`config.mk`:
```
export PLATFORM = sky130hd
export DESIGN_NAME = dtbsc_top
export DESIGN_NICKNAME = d
export VERILOG_FILES = /design/src/dtbsc_top.v /design/src/dtbsc_tap_fsm.v /design/src/dtbsc_shreg.v
export VERILOG_INCLUDE_DIRS = /design/src
export SDC_FILE = /design/constraint.sdc
export NUM_CORES = 1
export LEC_CHECK = 0
export BUFFER_PORTS_ARGS = -buffer_cell sky130_fd_sc_hd__buf_2
export CELL_PAD_IN_SITES_DETAIL_PLACEMENT = 0
export CELL_PAD_IN_SITES_GLOBAL_PLACEMENT = 1
export CORE_UTILIZATION = 47
export DETAILED_ROUTE_END_ITERATION = 10
export PLACE_DENSITY_LB_ADDON = 0.1
export SYNTH_ARGS = -nofsm -noshare
export SYNTH_HDL_FRONTEND = slang
export SYNTH_SLANG_ARGS = --single-unit
```
`constraint.sdc`:
```
create_clock -name i_ref_clk -period 5.6 [get_ports i_ref_clk]
set_input_delay 1.12 -clock i_ref_clk [delete_from_list [all_inputs] [get_ports i_ref_clk]]
set_output_delay 1.12 -clock i_ref_clk [all_outputs]
set_load 0.03 [all_outputs]
```
`src/dtbsc_map.vh`:
```
// Constants of the dual-TAP boundary-scan chain: opcodes, lengths, reset values.
// Assumes inclusion by bare name from each design file that uses its macros.
`ifndef DTBSC_MAP_VH
`define DTBSC_MAP_VH

// ****************************************
// Instruction and data register lengths
// ****************************************
`define DTBSC_IR1_W 3
`define DTBSC_IR2_W 8
`define DTBSC_ID_W 32
`define DTBSC_BYP_W 1
`define DTBSC_BSR_W 32

// ****************************************
// First TAP opcodes
// ****************************************
`define DTBSC_IR1_BYPASS 3'h7
`define DTBSC_IR1_IDCODE 3'h1

// ****************************************
// Second TAP opcodes
// ****************************************
`define DTBSC_IR2_BYPASS 8'hFF
`define DTBSC_IR2_EXTEST 8'h00
`define DTBSC_IR2_SAMPLE 8'h01
`define DTBSC_IR2_HIGHZ 8'h07
`define DTBSC_IR2_IDCODE 8'h02

// ****************************************
// Capture and reset values
// ****************************************
// Identification codes: arbitrary values, bit 0 set as usual for ID registers
`define DTBSC_ID1_VAL 32'h0ABC0001
`define DTBSC_ID2_VAL 32'h00DE5001
`define DTBSC_IR1_CAP 3'h1
`define DTBSC_IR2_CAP 8'h01
`define DTBSC_BYP_CAP 1'h0

// ****************************************
// TAP controller state codes
// ****************************************
`define DTBSC_ST_TLR 4'hF
`define DTBSC_ST_RTI 4'hC
`define DTBSC_ST_SEL_DR 4'h7
`define DTBSC_ST_CAP_DR 4'h6
`define DTBSC_ST_SH_DR 4'h2
`define DTBSC_ST_EX1_DR 4'h1
`define DTBSC_ST_PAU_DR 4'h3
`define DTBSC_ST_EX2_DR 4'h0
`define DTBSC_ST_UPD_DR 4'h5
`define DTBSC_ST_SEL_IR 4'h4
`define DTBSC_ST_CAP_IR 4'hE
`define DTBSC_ST_SH_IR 4'hA
`define DTBSC_ST_EX1_IR 4'h9
`define DTBSC_ST_PAU_IR 4'hB
`define DTBSC_ST_EX2_IR 4'h8
`define DTBSC_ST_UPD_IR 4'hD

`endif

```
`src/dtbsc_top.v`:
```
// Two TAPs chained between TDI and TDO, sampled on the reference clock.
// Assumes TCK, TMS and TDI arrive asynchronously and TCK is far slower than i_ref_clk.
`timescale 1ns/1ps
`include "dtbsc_map.vh"

module dtbsc_top #(
	parameter BSR_W = `DTBSC_BSR_W
) (
	input wire i_ref_clk,
	input wire i_rst_n,
	input wire i_tck,
	input wire i_tms,
	input wire i_tdi,
	input wire [BSR_W-1:0] i_pin_state,
	output reg o_tdo,
	output reg o_tdo_oe_n,
	output wire [BSR_W-1:0] o_pin_preload,
	output reg o_pin_extest,
	output reg o_pin_highz
);
	localparam IR1_W = `DTBSC_IR1_W;
	localparam IR2_W = `DTBSC_IR2_W;
	localparam ID_W = `DTBSC_ID_W;
	localparam BYP_W = `DTBSC_BYP_W;

	// ****************************************
	// Reset release
	// ****************************************
	reg rst_s1_reg;
	reg rst_s2_reg;
	wire rst_n;

	always @(posedge i_ref_clk or negedge i_rst_n) begin
		if (!i_rst_n) begin
			rst_s1_reg <= 1'b0;
			rst_s2_reg <= 1'b0;
		end else begin
			rst_s1_reg <= 1'b1;
			rst_s2_reg <= rst_s1_reg;
		end
	end

	assign rst_n = rst_s2_reg;

	// ****************************************
	// Pin synchronisers and TCK edges
	// ****************************************
	// TMS and TDI settle high like the pad pull-ups while in reset
	reg tck_s1_reg;
	reg tck_s2_reg;
	reg tck_d_reg;
	reg tms_s1_reg;
	reg tms_s2_reg;
	reg tdi_s1_reg;
	reg tdi_s2_reg;
	wire tck_rise;
	wire tck_fall;

	always @(posedge i_ref_clk or negedge rst_n) begin
		if (!rst_n) begin
			tck_s1_reg <= 1'b0;
			tck_s2_reg <= 1'b0;
			tck_d_reg <= 1'b0;
			tms_s1_reg <= 1'b1;
			tms_s2_reg <= 1'b1;
			tdi_s1_reg <= 1'b1;
			tdi_s2_reg <= 1'b1;
		end else begin
			tck_s1_reg <= i_tck;
			tck_s2_reg <= tck_s1_reg;
			tck_d_reg <= tck_s2_reg;
			tms_s1_reg <= i_tms;
			tms_s2_reg <= tms_s1_reg;
			tdi_s1_reg <= i_tdi;
			tdi_s2_reg <= tdi_s1_reg;
		end
	end

	// Same latency on all three pins keeps TMS and TDI aligned with the TCK rise
	assign tck_rise = tck_s2_reg & ~tck_d_reg;
	assign tck_fall = ~tck_s2_reg & tck_d_reg;

	// ****************************************
	// TAP controllers
	// ****************************************
	// Both controllers see the same TMS, so they stay in lock step
	wire [1:0] tlr;
	wire [1:0] cap_dr;
	wire [1:0] sh_dr;
	wire [1:0] upd_dr;
	wire [1:0] cap_ir;
	wire [1:0] sh_ir;
	wire [1:0] upd_ir;

	genvar t;
	generate
		for (t = 0; t < 2; t = t + 1) begin : g_tap
			dtbsc_tap_fsm u_fsm (
				.i_clk(i_ref_clk),
				.i_rst_n(rst_n),
				.i_step(tck_rise),
				.i_tms(tms_s2_reg),
				.o_tlr(tlr[t]),
				.o_cap_dr(cap_dr[t]),
				.o_sh_dr(sh_dr[t]),
				.o_upd_dr(upd_dr[t]),
				.o_cap_ir(cap_ir[t]),
				.o_sh_ir(sh_ir[t]),
				.o_upd_ir(upd_ir[t])
			);
		end
	endgenerate

	// ****************************************
	// Instruction registers
	// ****************************************
	wire ir1_so;
	wire ir2_so;
	wire [IR1_W-1:0] ir1;
	wire [IR2_W-1:0] ir2;

	// IR path runs TDI into the first TAP, then through the second to TDO
	dtbsc_shreg #(
		.W(IR1_W),
		.RST(`DTBSC_IR1_IDCODE),
		.CAP_RST(`DTBSC_IR1_CAP)
	) u_ir1 (
		.i_clk(i_ref_clk),
		.i_rst_n(rst_n),
		.i_step(tck_rise),
		.i_capture(cap_ir[0]),
		.i_shift(sh_ir[0]),
		.i_update(upd_ir[0]),
		.i_tlr(tlr[0]),
		.i_si(tdi_s2_reg),
		.i_cap(`DTBSC_IR1_CAP),
		.o_so(ir1_so),
		.o_upd(ir1)
	);

	dtbsc_shreg #(
		.W(IR2_W),
		.RST(`DTBSC_IR2_IDCODE),
		.CAP_RST(`DTBSC_IR2_CAP)
	) u_ir2 (
		.i_clk(i_ref_clk),
		.i_rst_n(rst_n),
		.i_step(tck_rise),
		.i_capture(cap_ir[1]),
		.i_shift(sh_ir[1]),
		.i_update(upd_ir[1]),
		.i_tlr(tlr[1]),
		.i_si(ir1_so),
		.i_cap(`DTBSC_IR2_CAP),
		.o_so(ir2_so),
		.o_upd(ir2)
	);

	// ****************************************
	// Instruction decode
	// ****************************************
	// Unknown opcodes fall back to bypass so the chain never breaks
	wire t1_id;
	wire t1_byp;
	wire t2_id;
	wire t2_bsr;
	wire t2_byp;
	wire t2_extest;
	wire t2_highz;

	assign t1_id = (ir1 == `DTBSC_IR1_IDCODE);
	assign t1_byp = ~t1_id;
	assign t2_extest = (ir2 == `DTBSC_IR2_EXTEST);
	assign t2_highz = (ir2 == `DTBSC_IR2_HIGHZ);
	assign t2_id = (ir2 == `DTBSC_IR2_IDCODE);
	assign t2_bsr = t2_extest | (ir2 == `DTBSC_IR2_SAMPLE);
	assign t2_byp = ~t2_id & ~t2_bsr;

	// ****************************************
	// First TAP data registers
	// ****************************************
	wire id1_so;
	wire byp1_so;
	wire t1_so;

	dtbsc_shreg #(
		.W(ID_W)
	) u_id1 (
		.i_clk(i_ref_clk),
		.i_rst_n(rst_n),
		.i_step(tck_rise),
		.i_capture(cap_dr[0] & t1_id),
		.i_shift(sh_dr[0] & t1_id),
		.i_update(1'b0),
		.i_tlr(1'b0),
		.i_si(tdi_s2_reg),
		.i_cap(`DTBSC_ID1_VAL),
		.o_so(id1_so),
		.o_upd()
	);

	dtbsc_shreg #(
		.W(BYP_W)
	) u_byp1 (
		.i_clk(i_ref_clk),
		.i_rst_n(rst_n),
		.i_step(tck_rise),
		.i_capture(cap_dr[0] & t1_byp),
		.i_shift(sh_dr[0] & t1_byp),
		.i_update(1'b0),
		.i_tlr(1'b0),
		.i_si(tdi_s2_reg),
		.i_cap(`DTBSC_BYP_CAP),
		.o_so(byp1_so),
		.o_upd()
	);

	assign t1_so = t1_id ? id1_so : byp1_so;

	// ****************************************
	// Second TAP data registers
	// ****************************************
	wire id2_so;
	wire byp2_so;
	wire bsr_so;
	wire t2_so;

	dtbsc_shreg #(
		.W(ID_W)
	) u_id2 (
		.i_clk(i_ref_clk),
		.i_rst_n(rst_n),
		.i_step(tck_rise),
		.i_capture(cap_dr[1] & t2_id),
		.i_shift(sh_dr[1] & t2_id),
		.i_update(1'b0),
		.i_tlr(1'b0),
		.i_si(t1_so),
		.i_cap(`DTBSC_ID2_VAL),
		.o_so(id2_so),
		.o_upd()
	);

	dtbsc_shreg #(
		.W(BYP_W)
	) u_byp2 (
		.i_clk(i_ref_clk),
		.i_rst_n(rst_n),
		.i_step(tck_rise),
		.i_capture(cap_dr[1] & t2_byp),
		.i_shift(sh_dr[1] & t2_byp),
		.i_update(1'b0),
		.i_tlr(1'b0),
		.i_si(t1_so),
		.i_cap(`DTBSC_BYP_CAP),
		.o_so(byp2_so),
		.o_upd()
	);

	// Update latch holds the preload pattern across later instructions
	dtbsc_shreg #(
		.W(BSR_W)
	) u_bsr (
		.i_clk(i_ref_clk),
		.i_rst_n(rst_n),
		.i_step(tck_rise),
		.i_capture(cap_dr[1] & t2_bsr),
		.i_shift(sh_dr[1] & t2_bsr),
		.i_update(upd_dr[1] & t2_bsr),
		.i_tlr(1'b0),
		.i_si(t1_so),
		.i_cap(i_pin_state),
		.o_so(bsr_so),
		.o_upd(o_pin_preload)
	);

	assign t2_so = t2_id ? id2_so : (t2_bsr ? bsr_so : byp2_so);

	// ****************************************
	// Pin control
	// ****************************************
	// Registered so the pin muxes never see a decode glitch
	always @(posedge i_ref_clk or negedge rst_n) begin
		if (!rst_n) begin
			o_pin_extest <= 1'b0;
			o_pin_highz <= 1'b0;
		end else begin
			o_pin_extest <= t2_extest;
			o_pin_highz <= t2_highz;
		end
	end

	// ****************************************
	// TDO on the falling TCK edge
	// ****************************************
	wire shifting;
	wire chain_out;

	assign shifting = sh_dr[1] | sh_ir[1];
	assign chain_out = sh_ir[1] ? ir2_so : t2_so;

	always @(posedge i_ref_clk or negedge rst_n) begin
		if (!rst_n) begin
			o_tdo <= 1'b0;
			o_tdo_oe_n <= 1'b1;
		end else if (tck_fall) begin
			o_tdo <= shifting ? chain_out : o_tdo;
			o_tdo_oe_n <= ~shifting;
		end
	end
endmodule

```
`src/dtbsc_tap_fsm.v`:
```
// Sixteen-state TAP controller, advanced once per test clock rising edge.
// Assumes i_step is a one-cycle pulse on the reference clock at each TCK rise.
`timescale 1ns/1ps
`include "dtbsc_map.vh"

module dtbsc_tap_fsm (
	input wire i_clk,
	input wire i_rst_n,
	input wire i_step,
	input wire i_tms,
	output wire o_tlr,
	output wire o_cap_dr,
	output wire o_sh_dr,
	output wire o_upd_dr,
	output wire o_cap_ir,
	output wire o_sh_ir,
	output wire o_upd_ir
);
	localparam TLR = `DTBSC_ST_TLR;
	localparam RTI = `DTBSC_ST_RTI;
	localparam SEL_DR = `DTBSC_ST_SEL_DR;
	localparam CAP_DR = `DTBSC_ST_CAP_DR;
	localparam SH_DR = `DTBSC_ST_SH_DR;
	localparam EX1_DR = `DTBSC_ST_EX1_DR;
	localparam PAU_DR = `DTBSC_ST_PAU_DR;
	localparam EX2_DR = `DTBSC_ST_EX2_DR;
	localparam UPD_DR = `DTBSC_ST_UPD_DR;
	localparam SEL_IR = `DTBSC_ST_SEL_IR;
	localparam CAP_IR = `DTBSC_ST_CAP_IR;
	localparam SH_IR = `DTBSC_ST_SH_IR;
	localparam EX1_IR = `DTBSC_ST_EX1_IR;
	localparam PAU_IR = `DTBSC_ST_PAU_IR;
	localparam EX2_IR = `DTBSC_ST_EX2_IR;
	localparam UPD_IR = `DTBSC_ST_UPD_IR;

	reg [3:0] state_reg;
	reg [3:0] state_next;

	// ****************************************
	// Next-state graph
	// ****************************************
	always @* begin
		case (state_reg)
			TLR: state_next = i_tms ? TLR : RTI;
			RTI: state_next = i_tms ? SEL_DR : RTI;
			SEL_DR: state_next = i_tms ? SEL_IR : CAP_DR;
			CAP_DR: state_next = i_tms ? EX1_DR : SH_DR;
			SH_DR: state_next = i_tms ? EX1_DR : SH_DR;
			EX1_DR: state_next = i_tms ? UPD_DR : PAU_DR;
			PAU_DR: state_next = i_tms ? EX2_DR : PAU_DR;
			EX2_DR: state_next = i_tms ? UPD_DR : SH_DR;
			UPD_DR: state_next = i_tms ? SEL_DR : RTI;
			SEL_IR: state_next = i_tms ? TLR : CAP_IR;
			CAP_IR: state_next = i_tms ? EX1_IR : SH_IR;
			SH_IR: state_next = i_tms ? EX1_IR : SH_IR;
			EX1_IR: state_next = i_tms ? UPD_IR : PAU_IR;
			PAU_IR: state_next = i_tms ? EX2_IR : PAU_IR;
			EX2_IR: state_next = i_tms ? UPD_IR : SH_IR;
			UPD_IR: state_next = i_tms ? SEL_DR : RTI;
			default: state_next = TLR;
		endcase
	end

	// Moves only on a TCK rise, so the ref clock never outruns the tester
	always @(posedge i_clk or negedge i_rst_n) begin
		if (!i_rst_n) begin
			state_reg <= TLR;
		end else if (i_step) begin
			state_reg <= state_next;
		end
	end

	assign o_tlr = (state_reg == TLR);
	assign o_cap_dr = (state_reg == CAP_DR);
	assign o_sh_dr = (state_reg == SH_DR);
	assign o_upd_dr = (state_reg == UPD_DR);
	assign o_cap_ir = (state_reg == CAP_IR);
	assign o_sh_ir = (state_reg == SH_IR);
	assign o_upd_ir = (state_reg == UPD_IR);
endmodule

```
`src/dtbsc_shreg.v`:
```
// Scan register cell row: capture, right shift from the MSB, update latch.
// Assumes capture, shift and update levels come from the TAP controller state.
`timescale 1ns/1ps

module dtbsc_shreg #(
	parameter W = 1,
	parameter [W-1:0] RST = {W{1'b0}},
	parameter [W-1:0] CAP_RST = {W{1'b0}}
) (
	input wire i_clk,
	input wire i_rst_n,
	input wire i_step,
	input wire i_capture,
	input wire i_shift,
	input wire i_update,
	input wire i_tlr,
	input wire i_si,
	input wire [W-1:0] i_cap,
	output wire o_so,
	output reg [W-1:0] o_upd
);
	reg [W-1:0] sr_reg;
	wire [W-1:0] sr_shifted;

	// ****************************************
	// Shift stage
	// ****************************************
	generate
		if (W > 1) begin : g_wide
			assign sr_shifted = {i_si, sr_reg[W-1:1]};
		end else begin : g_one
			assign sr_shifted = i_si;
		end
	endgenerate

	always @(posedge i_clk or negedge i_rst_n) begin
		if (!i_rst_n) begin
			sr_reg <= CAP_RST;
		end else if (i_step && i_capture) begin
			sr_reg <= i_cap;
		end else if (i_step && i_shift) begin
			sr_reg <= sr_shifted;
		end
	end

	// ****************************************
	// Update latch
	// ****************************************
	always @(posedge i_clk or negedge i_rst_n) begin
		if (!i_rst_n) begin
			o_upd <= RST;
		end else if (i_tlr) begin
			// Held while in the reset state, so entry alone restores the default
			o_upd <= RST;
		end else if (i_step && i_update) begin
			o_upd <= sr_reg;
		end
	end

	assign o_so = sr_reg[0];
endmodule

```
# After elaboration in Yosys (flattened, before gate mapping)
# Cells that the tools add are included.
[word_totals]
regBits = 173
input_bits = 37
out_inout_bits = 36
[op_classes]
eq_ne = 34
muxes = 36
n_bitwise = 22
n_reduce_logical = 36
[ops]
columns = ["op", "n"]
rows = [
  ["$mux 32", 6],
  ["$pmux 4 s12", 2],
  ["$eq 4x4->1 const B", 16],
  ["$eq 4x3->1 const B", 8],
  ["$mux 8", 4],
  ["$mux 3", 8],
  ["$reduce_bool 2->1", 9],
  ["$logic_and 1x1->1", 17],
  ["$eq 4x2->1 const B", 4],
  ["$and 1x1->1", 14],
  ["$mux 2", 6],
  ["$mux 1", 9],
  ["$eq 4x1->1 const B", 2],
  ["$eq 8x1->1 const B", 1],
  ["$eq 8x2->1 const B", 1],
  ["$eq 8x3->1 const B", 1],
  ["$logic_not 4->1", 2],
  ["$logic_not 8->1", 1],
  ["$reduce_or 2->1", 4],
  ["$not 1->1", 6],
  ["$reduce_or 3->1", 2],
  ["$mux 4", 1],
  ["$eq 3x1->1 const B", 1],
  ["$or 1x1->1", 2],
  ["$reduce_and 2->1", 1],
]

# Logic depth before layout (Yosys ltp)
# Gate-level depths: netlist (run 1).
[depth]
word_depth = 8
depth_mapped = 6
ltp_nobuf = 4

# By module
# Synthesis (run 1) repeated with hierarchy kept, for this count alone.
[hier_totals]
hier_cells = 1112
area_unflattened_um2 = 11389.7
[by_module_without_submodules]
columns = ["mod", "instances", "cells_each", "area_each_um2", "seq_area_each_um2"]
rows = [
  ["dtbsc_shreg (u_bsr ...)", 3, 285, 2957.8, 1601.5],
  ["dtbsc_shreg (u_ir2)", 1, 72, 719.4, 402.9],
  ["dtbsc_tap_fsm", 2, 43, 359.1, 105.1],
  ["dtbsc_top", 1, 49, 581.8, 331.6],
  ["dtbsc_shreg (u_ir1)", 1, 30, 286.5, 152.6],
  ["dtbsc_shreg (u_byp1 ...)", 2, 10, 105.1, 50.0],
]

# Worst setup path after synthesis (run 1)
# No wires, ideal clock.
[synth_path]
kind = "register -> register"
start = "register u_ir2.o_upd[3]"
end = "register u_id2.sr_reg[10]"
arrival_time_ps = 1855
required_time_ps = 5475
slack_ps = 3620
path_stages_with_launch = 7
path_buffers = 2
synth_period_minus_slack_ps = 1980
path_cell_list = "dfrtp_1 -> or2_2 -> nor4bb_1 -> and2_1 -> clkbuf_1 -> buf_2 -> mux2_2"
[synth_between]
elab_chain_cells = 4
word_cells_on_any_way = 7
cone_classes = "eq/ne: 1; mux: 1; bitwise: 2; reduce/logical: 3"
[synth_lines]
columns = ["item", "line_no", "rtl"]
rows = [
  ["start, declared", "dtbsc_shreg.v:20", "output reg [W-1:0] o_upd"],
  ["start signal, assigned", "dtbsc_shreg.v:56", "o_upd <= sr_reg;"],
  ["$eq 8x2->1 (no line) (*)", "-", ""],
  ["$and 1x1->1, on equally long branches", "dtbsc_top.v:234, dtbsc_top.v:235", ""],
  ["$logic_and 1x1->1, on equally long branches", "dtbsc_shreg.v:39, dtbsc_shreg.v:41", ""],
  ["$mux 32 / $reduce_bool 2->1 (equally long branches)", "-", ""],
  ["end signal, assigned", "dtbsc_shreg.v:40", "sr_reg <= i_cap;"],
  ["end signal, assigned", "dtbsc_shreg.v:42", "sr_reg <= sr_shifted;"],
  ["end, declared", "dtbsc_shreg.v:22", "reg [W-1:0] sr_reg;"],
]
# Mark *: on every way between the ends. The rest lies on a longest branch, timed or not.
# A chain may end at the register's enable or synchronous reset.

# Final worst setup path (run 1)
[layout_path]
start = "register g_tap[1].u_fsm.state_reg[3]"
end = "register u_id2.sr_reg[8]"
[layout_between]
elab_chain_cells = 4
word_cells_on_any_way = 8
cone_classes = "eq/ne: 2; mux: 1; bitwise: 2; reduce/logical: 3"
[layout_lines]
columns = ["item", "line_no", "rtl"]
rows = [
  ["start, declared", "dtbsc_tap_fsm.v:36", "reg [3:0] state_reg;"],
  ["start signal, assigned", "dtbsc_tap_fsm.v:69", "state_reg <= state_next;"],
  ["$eq 4x3->1 / $eq 4x2->1 (equally long branches)", "dtbsc_tap_fsm.v:74, dtbsc_tap_fsm.v:75", ""],
  ["$and 1x1->1, on equally long branches", "dtbsc_top.v:234, dtbsc_top.v:235", ""],
  ["$logic_and 1x1->1, on equally long branches", "dtbsc_shreg.v:39, dtbsc_shreg.v:41", ""],
  ["$mux 32 / $reduce_bool 2->1 (equally long branches)", "-", ""],
]
# Parallel ways exist; a longest one is shown, timed or not.

==> impl_metrics.toml, run 1 <==
[run_status]
status = "completed"

[sta]
setup_ws_ps = 2990
hold_violations = 0
setup_violations = 0
slew_headroom_pct = 33.9
period_minus_slack_ps = 2610
final.setup.tns_ps = 0
tightest_slew_ps = 991
fin_skew_ps = 9.10
slew_viol_final = 0
fin_crit_sh_pct = 46.7
rsz0062_at_grt = "false"
fmax_ghz = 0.383
whs_ps = 356

[route]
vias = 4791
totalWireLength_microns = 13500
drt_iter0_markers = 280
wire_per_inst_microns = 14.7
ant_nets = 0
avgViaCountPerCell = 5.20
drt_first_pass_iters = 4
route.detailed.drc = 0

[cts]
postCtsHoldBufs = 0
cts_root_buf = "clkbuf_16"
clkLatencyLatePin_ps = 430
clk_pin_slew_ps = 60
ctsHtreeMaxLevel = 4
clock_sink_count = 173
cts.path.max_buffers = 2
cts_made_buffers = 17
tritoncts = "done"
cts_resized = 0
post_cts_buffers = 0

[worst_hold_path]
hold_class = "reg -> reg"
min-delay-start = "rst_s1_reg$_DFF_PN0_"

[critical_path]
cp_max_fo = 32
startpoint_type = "flop"
critPathKind = "reg -> reg"
startpoint = "g_tap[1].u_fsm.state_reg[3]$_DFFE_PN1P_"
critPathArrivalTime_ps = 2920
max_stage_delay_ps = 570
path_buf_inv = 1
crit_required_ps = 5910
end_kind = "flop"
cp_slowest_cell = "nor2_1"
r2r_start = "g_tap[1].u_fsm.state_reg[3]$_DFFE_PN1P_"
path_delay_family = "simple AND/OR/NAND/NOR gates"
crit_chain = "or3b_2 > nor2_1 > and2_1 > buf_4 > mux2_2"

[cells_and_area]
drive_gt1_share_pct = 25.5
regArea_sq_um = 4360
multi_input_area_sq_um = 2790
final_net_count = 756
synthToLayoutAreaGrowth_pct = 14.4
fillCellCount = 1343

[synthesis]
synth_edf_count = 0
synth_area_leader_cell = "dfrtp_1"
seq_area_frac_synth_pct = 59.3
ys_ff_latch = 173
syn_nets = 703
ys_top_cells_by_area = "dfrtp_1 (53%), mux2_2 (8.3%), dfstp_2 (6.1%)"
syn_area_per_cell_sq_um = 11.0
synth_cells = 666
ys.flop_type = "dfrtp_1"
synthDominantCellAreaShare_pct = 53.2
synthArstFlopShare_pct = 100
ys_warn_count = 0
ys_types = 45
netlist_top_cells_count = "dfrtp_1 (156), o21ai_0 (67), nand2_1 (64)"
syn_area_sq_um = 7340
yosysMostFrequentCell = "dfrtp_1"

[global_route]
use_met3_pct = 6.37
grt_first_pass_wirelength_microns = 23400
grt_pass1_vias = 4826
grtUsageMet1_pct = 24.6
grt-busiest-layer = "met2"
globalRouteMet2Util_pct = 28.2
globalRouteTotalUtil_pct = 18.5
grt_start_max_net_pins = 83
antenna_found_initial = 1
grt_overflow = 0

[placement]
place_congestion = 0.707
place_ws_ps = 2990
dp_hpwl_microns = 8300
io_buffer_count = 72

[floorplanning]
core_area_sq_um = 15200
rows = 45
start_util_pct = 48.3
fp.dieArea_sq_um = 16100
die_height_microns = 127
ioPinCount = 73
die_w_microns = 127

[power_and_ir_drop]
switching_share_pct = 35.0
clkPwrFrac_pct = 26.8
power_frac_comb_pct = 25.4
p_seq_share_pct = 47.8
ir_worst_vdd_uv = 304
p_int_uw = 2820
p_per_area_nw_per_um2 = 516
leakage_uw = 0.00365
p_sw_uw = 1520

[job]
cap_violations = 0
-- through the flow --
step	power [uW]	instances	instance area, sq um	util (%)
floorplan	2860	666	7340	-
global placement	3160	888	7810	51.4
detailed placement	3210	888	7810	51.4
CTS	4390	920	8400	55.2
global route	4610	920	8400	55.2
finish	4330	921	8400	55.2
-- power by group through the flow --
stage	Sequential, uW	Combinational (uW)	Clock [uW]
2_1_floorplan	2090	768	0
3_3_place_gp	2080	1080	0
3_5_place_dp	2100	1110	0
4_1_cts	2080	1120	1190
5_1_grt	2140	1220	1250
6_report	2070	1100	1160
-- per-layer routing --
| metal | vias up | part of all wire (%) |
|---|---|---|
| met2 | 68 | 45 |
| met1 | 2340 | 48 |
| met3 | 12 | 5.3 |
| li1 | 2371 | - |
| met4 | 0 | 1.1 |
| met5 | - | 0 |
-- cells by family after synthesis --
logic type,after synthesis,synth area share [%]
flip-flops,173,59.3
AND/OR/NAND/NOR,213,14.5
buffers and inverters,49,2.71
AO/OA/AOI/OAI,140,10.2
multiplexers,90,13.2
other,1,0.0511
-- cell type report --
type,instances,share of cell area (%)
Sequential cell,173,51.9
Multi-Input combinational cell,444,33.2
Clock buffer,19,5.27
Timing Repair Buffer,79,4.92
Tap cell,188,2.80
Clock inverter,13,1.70
Inverter,4,0.179
Antenna cell,1,0.0298
-- cells in the final DEF (no fill, tap or decap), drive strengths merged, types with 2 or more instances in the layout --
| cell type | n |
|---|---|
| or4 | 2 |
| inv | 5 |
| nand2 | 64 |
| nand4 | 2 |
| nand3 | 3 |
| o21ai | 67 |
| nor3 | 4 |
| dfrtp | 156 |
| mux2i | 33 |
| mux2 | 57 |
| nor2 | 56 |
| a22oi | 3 |
| clkinv | 5 |
| nor4 | 2 |
| nor3b | 2 |
| dfstp | 17 |
| bufinv | 2 |
| clkinvlp | 5 |
| nor2b | 23 |
| a21boi | 2 |
| o21a | 2 |
| buf | 79 |
| nand2b | 43 |
| a21oi | 56 |
| nand4b | 3 |
| clkbuf | 19 |
| or3 | 3 |
-- path summary, 6_finish.rpt --
check	end	slack (ps)	depth (start not counted)
setup / recovery	u_id2.sr_reg[8]$_DFFE_PN0P_	2990	5
hold / removal	rst_n$_DFF_PN0_	360	0
setup reg to reg	u_id2.sr_reg[8]$_DFFE_PN0P_	2990	5
hold reg to reg	rst_n$_DFF_PN0_	360	0
max in group asynchronous	u_bsr.sr_reg[25]$_DFFE_PN0P_	3930	1
min in group asynchronous	u_id1.sr_reg[19]$_DFFE_PN0P_	460	0
No activity file was read; power rests on OpenSTA's default activity.
==> run 2, diff against run 1 <==
==> constraint.sdc (replaced) <==
create_clock -name i_ref_clk -period 2.72 [get_ports i_ref_clk]
set_input_delay 0.544 -clock i_ref_clk [delete_from_list [all_inputs] [get_ports i_ref_clk]]
set_output_delay 0.544 -clock i_ref_clk [all_outputs]
set_load 0.03 [all_outputs]
==> run 2 against run 1 <==
Net effect:
- via count up 0.33%
- clock power up 120%
- largest cell class unchanged
- worst hold slack worse by 130 ps
==> impl_metrics.toml, run 2 (synthesis gave the netlist of run 1 again) <==
[floorplanning]
ioPinCount = 73
die_w_microns = 127
core_area_sq_um = 15200
fp.dieArea_sq_um = 16100
start_util_pct = 48.3
rows = 45
die_height_microns = 127

[cells_and_area]
regArea_sq_um = 4360
final_util_pct = 56.1
layout_common_cells = "dfrtp_1 (155), buf_2 (72), o21ai_0 (67), nand2_1 (64)"
drive_gt1_share_pct = 26.0
fillCellCount = 1318
synthToLayoutAreaGrowth_pct = 16.3
final_common_cell = "dfrtp_1"
final_net_count = 762
multi_input_area_sq_um = 2790

[global_route]
grt_overflow = 0
grt_pass1_vias = 4960
globalRouteTotalUtil_pct = 18.9
grt_start_max_net_pins = 79
antenna_found_initial = 1
grt_first_pass_wirelength_microns = 24000

[sta]
whs_ps = 222
period_minus_slack_ps = 2120
slew_viol_final = 0
fin_crit_sh_pct = 77.8
fin_skew_ps = 17.0
hold_violations = 0
slew_headroom_pct = 33.5
final.setup.tns_ps = 0
tightest_slew_ps = 996
setup_violations = 0
setup_ws_ps = 604
rsz0062_at_grt = "false"
fmax_ghz = 0.473

[worst_hold_path]
hold_class = "in -> reg"
min-delay-start = "i_tms"

[route]
vias = 4807
drt_iter0_markers = 363
avgViaCountPerCell = 5.19
drt_first_pass_iters = 4
route.detailed.drc = 0
ant_nets = 0
wire_per_inst_microns = 14.6
totalWireLength_microns = 13500

[critical_path]
cp_max_fo = 32
critPathArrivalTime_ps = 2410
r2r_start = "g_tap[1].u_fsm.state_reg[3]$_DFFE_PN1P_"
startpoint_type = "flop"
r2r_slack_ps = 600
crit_required_ps = 3020
end_kind = "flop"
startpoint = "g_tap[1].u_fsm.state_reg[3]$_DFFE_PN1P_"
critPathKind = "reg -> reg"

[placement]
io_buffer_count = 72
place_congestion = 0.720
dp_hpwl_microns = 8340
place_ws_ps = 608

[power_and_ir_drop]
p_per_area_nw_per_um2 = 1060
ir_worst_vdd_uv = 566
leakage_uw = 0.00373

[cts]
ctsHtreeMaxLevel = 4
cts_root_buf = "clkbuf_16"
cts_made_buffers = 17
clk_pin_slew_ps = 60
clock_sink_count = 173
cts.path.max_buffers = 2
cts_resized = 0
tritoncts = "done"
clkLatencyLatePin_ps = 430

[job]
cap_violations = 0

[run_status]
status = "completed"
[run 2: per-stage QoR]
stage,power (uW),cells,instance area [sq um]
2_1_floorplan,5890,666,7340
3_3_place_gp,6570,893,7910
3_5_place_dp,6650,893,7910
4_1_cts,9210,926,8530
5_1_grt,9670,926,8530
6_report,9090,927,8530
[run 2: final timing paths]
path,to,cells after the start
worst max register to register,u_id2.sr_reg[3]$_DFFE_PN0P_,6
max in group asynchronous,g_tap[1].u_fsm.state_reg[2]$_DFFE_PN1P_,1
worst max-delay path,u_id2.sr_reg[3]$_DFFE_PN0P_,6
min in group asynchronous,u_id1.sr_reg[24]$_DFFE_PN0P_,0
worst min register to register,u_id1.sr_reg[24]$_DFFE_PN0P_,0
worst min-delay path,tms_s1_reg$_DFF_PN1_,1
[run 2: repair_timing]
| action | CTS | global route |
|---|---|---|
| endpoints found under the hold margin | 2 | 0 |
| setup buffers | 0 | 0 |
| hold buffers | 1 | 0 |
[run 2: area by class of cell]
cell class	instances	area share, %
sequential	173	51.1
tap	188	2.76
timing repair buffer	85	6.13
multi-input combinational	444	32.7
clock buffer	18	5.03
clock inverter	14	2.13
inverter	4	0.176
antenna	1	0.0293
[run 2: power by group]
part	leakage [uW]	switching, uW	internal (uW)
registers	0.00205	644	3400
clock network	0.000302	1040	1470
logic	0.00138	1480	1050
total	0.00373	3160	5920
[run 2: critical path, cell delays in order, from the launching register on]
cell     delay, ps
dfstp_2        420
or3b_2         530
nor2_1         110
buf_4          180
and2_1         190
buf_12         210
mux2_2         350
[run 2: routing by layer]
layer  up-vias  GRT usage (%)  wire length (microns)
li1       2388              -                      -
met1      2347           25.3                   6510
met2        65           29.6                   6360
met3         7           5.48                    572
met4         0           6.09                     71
met5         -              0                      0
==> run 3, diff against run 2 <==
--- a/config.mk
+++ b/config.mk
@@ -9,7 +9,7 @@
 export BUFFER_PORTS_ARGS = -buffer_cell sky130_fd_sc_hd__buf_2
 export CELL_PAD_IN_SITES_DETAIL_PLACEMENT = 0
 export CELL_PAD_IN_SITES_GLOBAL_PLACEMENT = 1
-export CORE_UTILIZATION = 47
+export CORE_UTILIZATION = 42
 export DETAILED_ROUTE_END_ITERATION = 10
 export PLACE_DENSITY_LB_ADDON = 0.1
 export SYNTH_ARGS = -nofsm -noshare
==> constraint.sdc (replaced) <==
create_clock -name i_ref_clk -period 1.78 [get_ports i_ref_clk]
set_input_delay 0.356 -clock i_ref_clk [delete_from_list [all_inputs] [get_ports i_ref_clk]]
set_output_delay 0.356 -clock i_ref_clk [all_outputs]
set_load 0.03 [all_outputs]
==> run 3 against run 2 <==
Net effect:
- the run now ends with negative setup slack left
- core utilization shrank 0.098 points
- combinational power up 89%
- routed wire length is 19% higher
- first-iteration DRC count is 0.28% lower
- die area up 12%
==> impl_metrics.toml, run 3 (synthesis gave the netlist of run 1 again) <==
[run_status]
status = "finished, violations left"
failed_checks = "negative setup slack"

[power_and_ir_drop]
p_sw_uw = 5230
power_frac_comb_pct = 32.5
ir_worst_vdd_uv = 819
leakage_uw = 0.00407
p_int_uw = 9510
p_seq_share_pct = 40.8
p_total_uw = 14700
p_per_area_nw_per_um2 = 1560
switching_share_pct = 35.5
clkPwrFrac_pct = 26.7

[placement]
dp_hpwl_microns = 9110
dp_cells = 948
place_congestion = 0.733
io_buffer_count = 72

[critical_path]
crit_chain = "or4_4 > nor2_4 > nand4b_1 > buf_6 > buf_12 > mux2_2"
critPathKind = "reg -> reg"
max_stage_delay_ps = 580
cp_slowest_cell = "or4_4"
r2r_slack_ps = -160
reg2regPathDepth = 6
cp_max_fo = 16
r2r_start = "u_ir2.o_upd[3]$_DFFE_PN0P_"
critPathArrivalTime_ps = 2260
crit-reg2reg-capture = "u_bsr.o_upd[11]$_DFFE_PN0P_"
startpoint_type = "flop"
end_kind = "flop"
crit_required_ps = 2100

[cts]
cts_made_buffers = 17
cts.path.max_buffers = 2
cts_root_buf = "clkbuf_16"
clkLatencyLatePin_ps = 430
ctsHtreeMaxLevel = 4
tritoncts = "done"
clk_pin_slew_ps = 70
clock_sink_count = 173

[worst_hold_path]
min-delay-start = "i_tdi"
holdPathEnd = "tdi_s1_reg$_DFF_PN1_"
hold_class = "in -> reg"
hold_depth = 1

[route]
drt_first_pass_iters = 6
ant_nets = 0
vias = 5150
drt_iter0_markers = 362
totalWireLength_microns = 16100
route.detailed.drc = 0
wire_per_inst_microns = 16.1
avgViaCountPerCell = 5.14

[cells_and_area]
regArea_sq_um = 4350
fillCellCount = 1486
final_common_cell = "dfrtp_1"
stdcell_count = 1001
drive_gt1_share_pct = 36.0
final_net_count = 806
n_antenna_cell = 0
synthToLayoutAreaGrowth_pct = 28.4
final_util_pct = 56.0
multi_input_area_sq_um = 3060
layout_common_cells = "dfrtp_1 (155), buf_2 (72), o21ai_0 (67), nand2_1 (64), nor2_1 (51)"

[global_route]
grt_overflow = 0
antenna_found_initial = 0
globalRouteTotalUtil_pct = 19.0
grt_first_pass_wirelength_microns = 27000
grt_pass1_vias = 5334
grt_start_max_net_pins = 76

[sta]
fin_skew_ps = 7.83
slew_viol_final = 0
setup_ws_ps = -157
fin_crit_sh_pct = 109
hold_violations = 0
rsz0062_at_grt = "true"
setup_violations = 91
period_minus_slack_ps = 1940
fmax_ghz = 0.516

[floorplanning]
fp.dieArea_sq_um = 18000
core_area_sq_um = 16800
rows = 47
die_height_microns = 134
ioPinCount = 73
die_w_microns = 134
start_util_pct = 43.6

[job]
cap_violations = 0
==> run 3: cell count changes in the layout (fill, tap and decap cells not counted), sizes merged <==
cell      before  now
buf           84  124
diode          1    0
clkinv         5    1
clkinvlp       0    3
clkbuf        18   22
==> run 3: power groups by stage <==
stage	logic [uW]	clock network [uW]	registers [uW]
after floorplan	2450	0	6590
after global placement	4290	0	5990
after detailed placement	4380	0	6040
after CTS	4530	4030	6010
after global routing	5270	4190	6190
final	4790	3930	6010
==> run 3: worst max-delay path, delay by kind of cell, from the launching register on <==
| kind | cells | cell delay, ps |
|---|---|---|
| buffers and inverters | 2 | 310 |
| flip-flops | 1 | 410 |
| multiplexers | 1 | 280 |
| AND/OR/NAND/NOR | 3 | 810 |
==> run 3: final cells by class <==
type	count	area share, %
clock buffer	18	4.66
clock inverter	13	1.93
inverter	4	0.159
multi-input combinational	444	32.5
sequential	173	46.2
tap	220	2.92
timing repair buffer	129	11.6
==> run 3: how the worst max path moves through the flow <==
stage / start / to / cells past startpoint
final: u_ir2.o_upd[3]$_DFFE_PN0P_ / u_bsr.o_upd[11]$_DFFE_PN0P_ / 6
after global routing: u_ir2.o_upd[2]$_DFFE_PN0P_ / u_id2.sr_reg[4]$_DFFE_PN0P_ / 5
after CTS: u_ir2.o_upd[3]$_DFFE_PN0P_ / u_bsr.o_upd[11]$_DFFE_PN0P_ / 5
after global placement: u_ir2.o_upd[6]$_DFFE_PN0P_ / u_id2.sr_reg[9]$_DFFE_PN0P_ / 5
after detailed placement: u_ir2.o_upd[6]$_DFFE_PN0P_ / u_id2.sr_reg[9]$_DFFE_PN0P_ / 5
after floorplan: g_tap[1].u_fsm.state_reg[2]$_DFFE_PN1P_ / u_bsr.sr_reg[10]$_DFFE_PN0P_ / 5
==> run 3: timing repair <==
action	4_1_cts	5_1_grt
buffers inserted	7	5
hold buffers	1	0
pin swaps	0	4
resized for setup	33	47
hold endpoints to repair	2	0
setup endpoints to repair	90	95
cloned	5	5
==> run 3: metal layers <==
metal  vias up  global-route usage, %  part of all wire [%]
met3        13                   5.22                   3.6
li1       2471                      -                     -
met2        68                   29.7                    47
met5         -                      0                     0
met1      2598                   26.1                    48
met4         0                   5.18                   1.0
==> run 3: per-stage QoR <==
| stage | area, sq um | setup WS (ps) | TNS (ps) | hold slack [ps] |
|---|---|---|---|---|
| after global routing | 9420 | -213 | -15340 | -1.66 |
| after CTS | 9120 | -157 | -10200 | 0.820 |
| final | 9420 | -157 | -9140 | 18.0 |
| after detailed placement | 8170 | -161 | -10890 | 146 |
| after global placement | 8170 | -174 | -10730 | 146 |
| after floorplan | 7400 | -92.1 | -4030 | 60.4 |
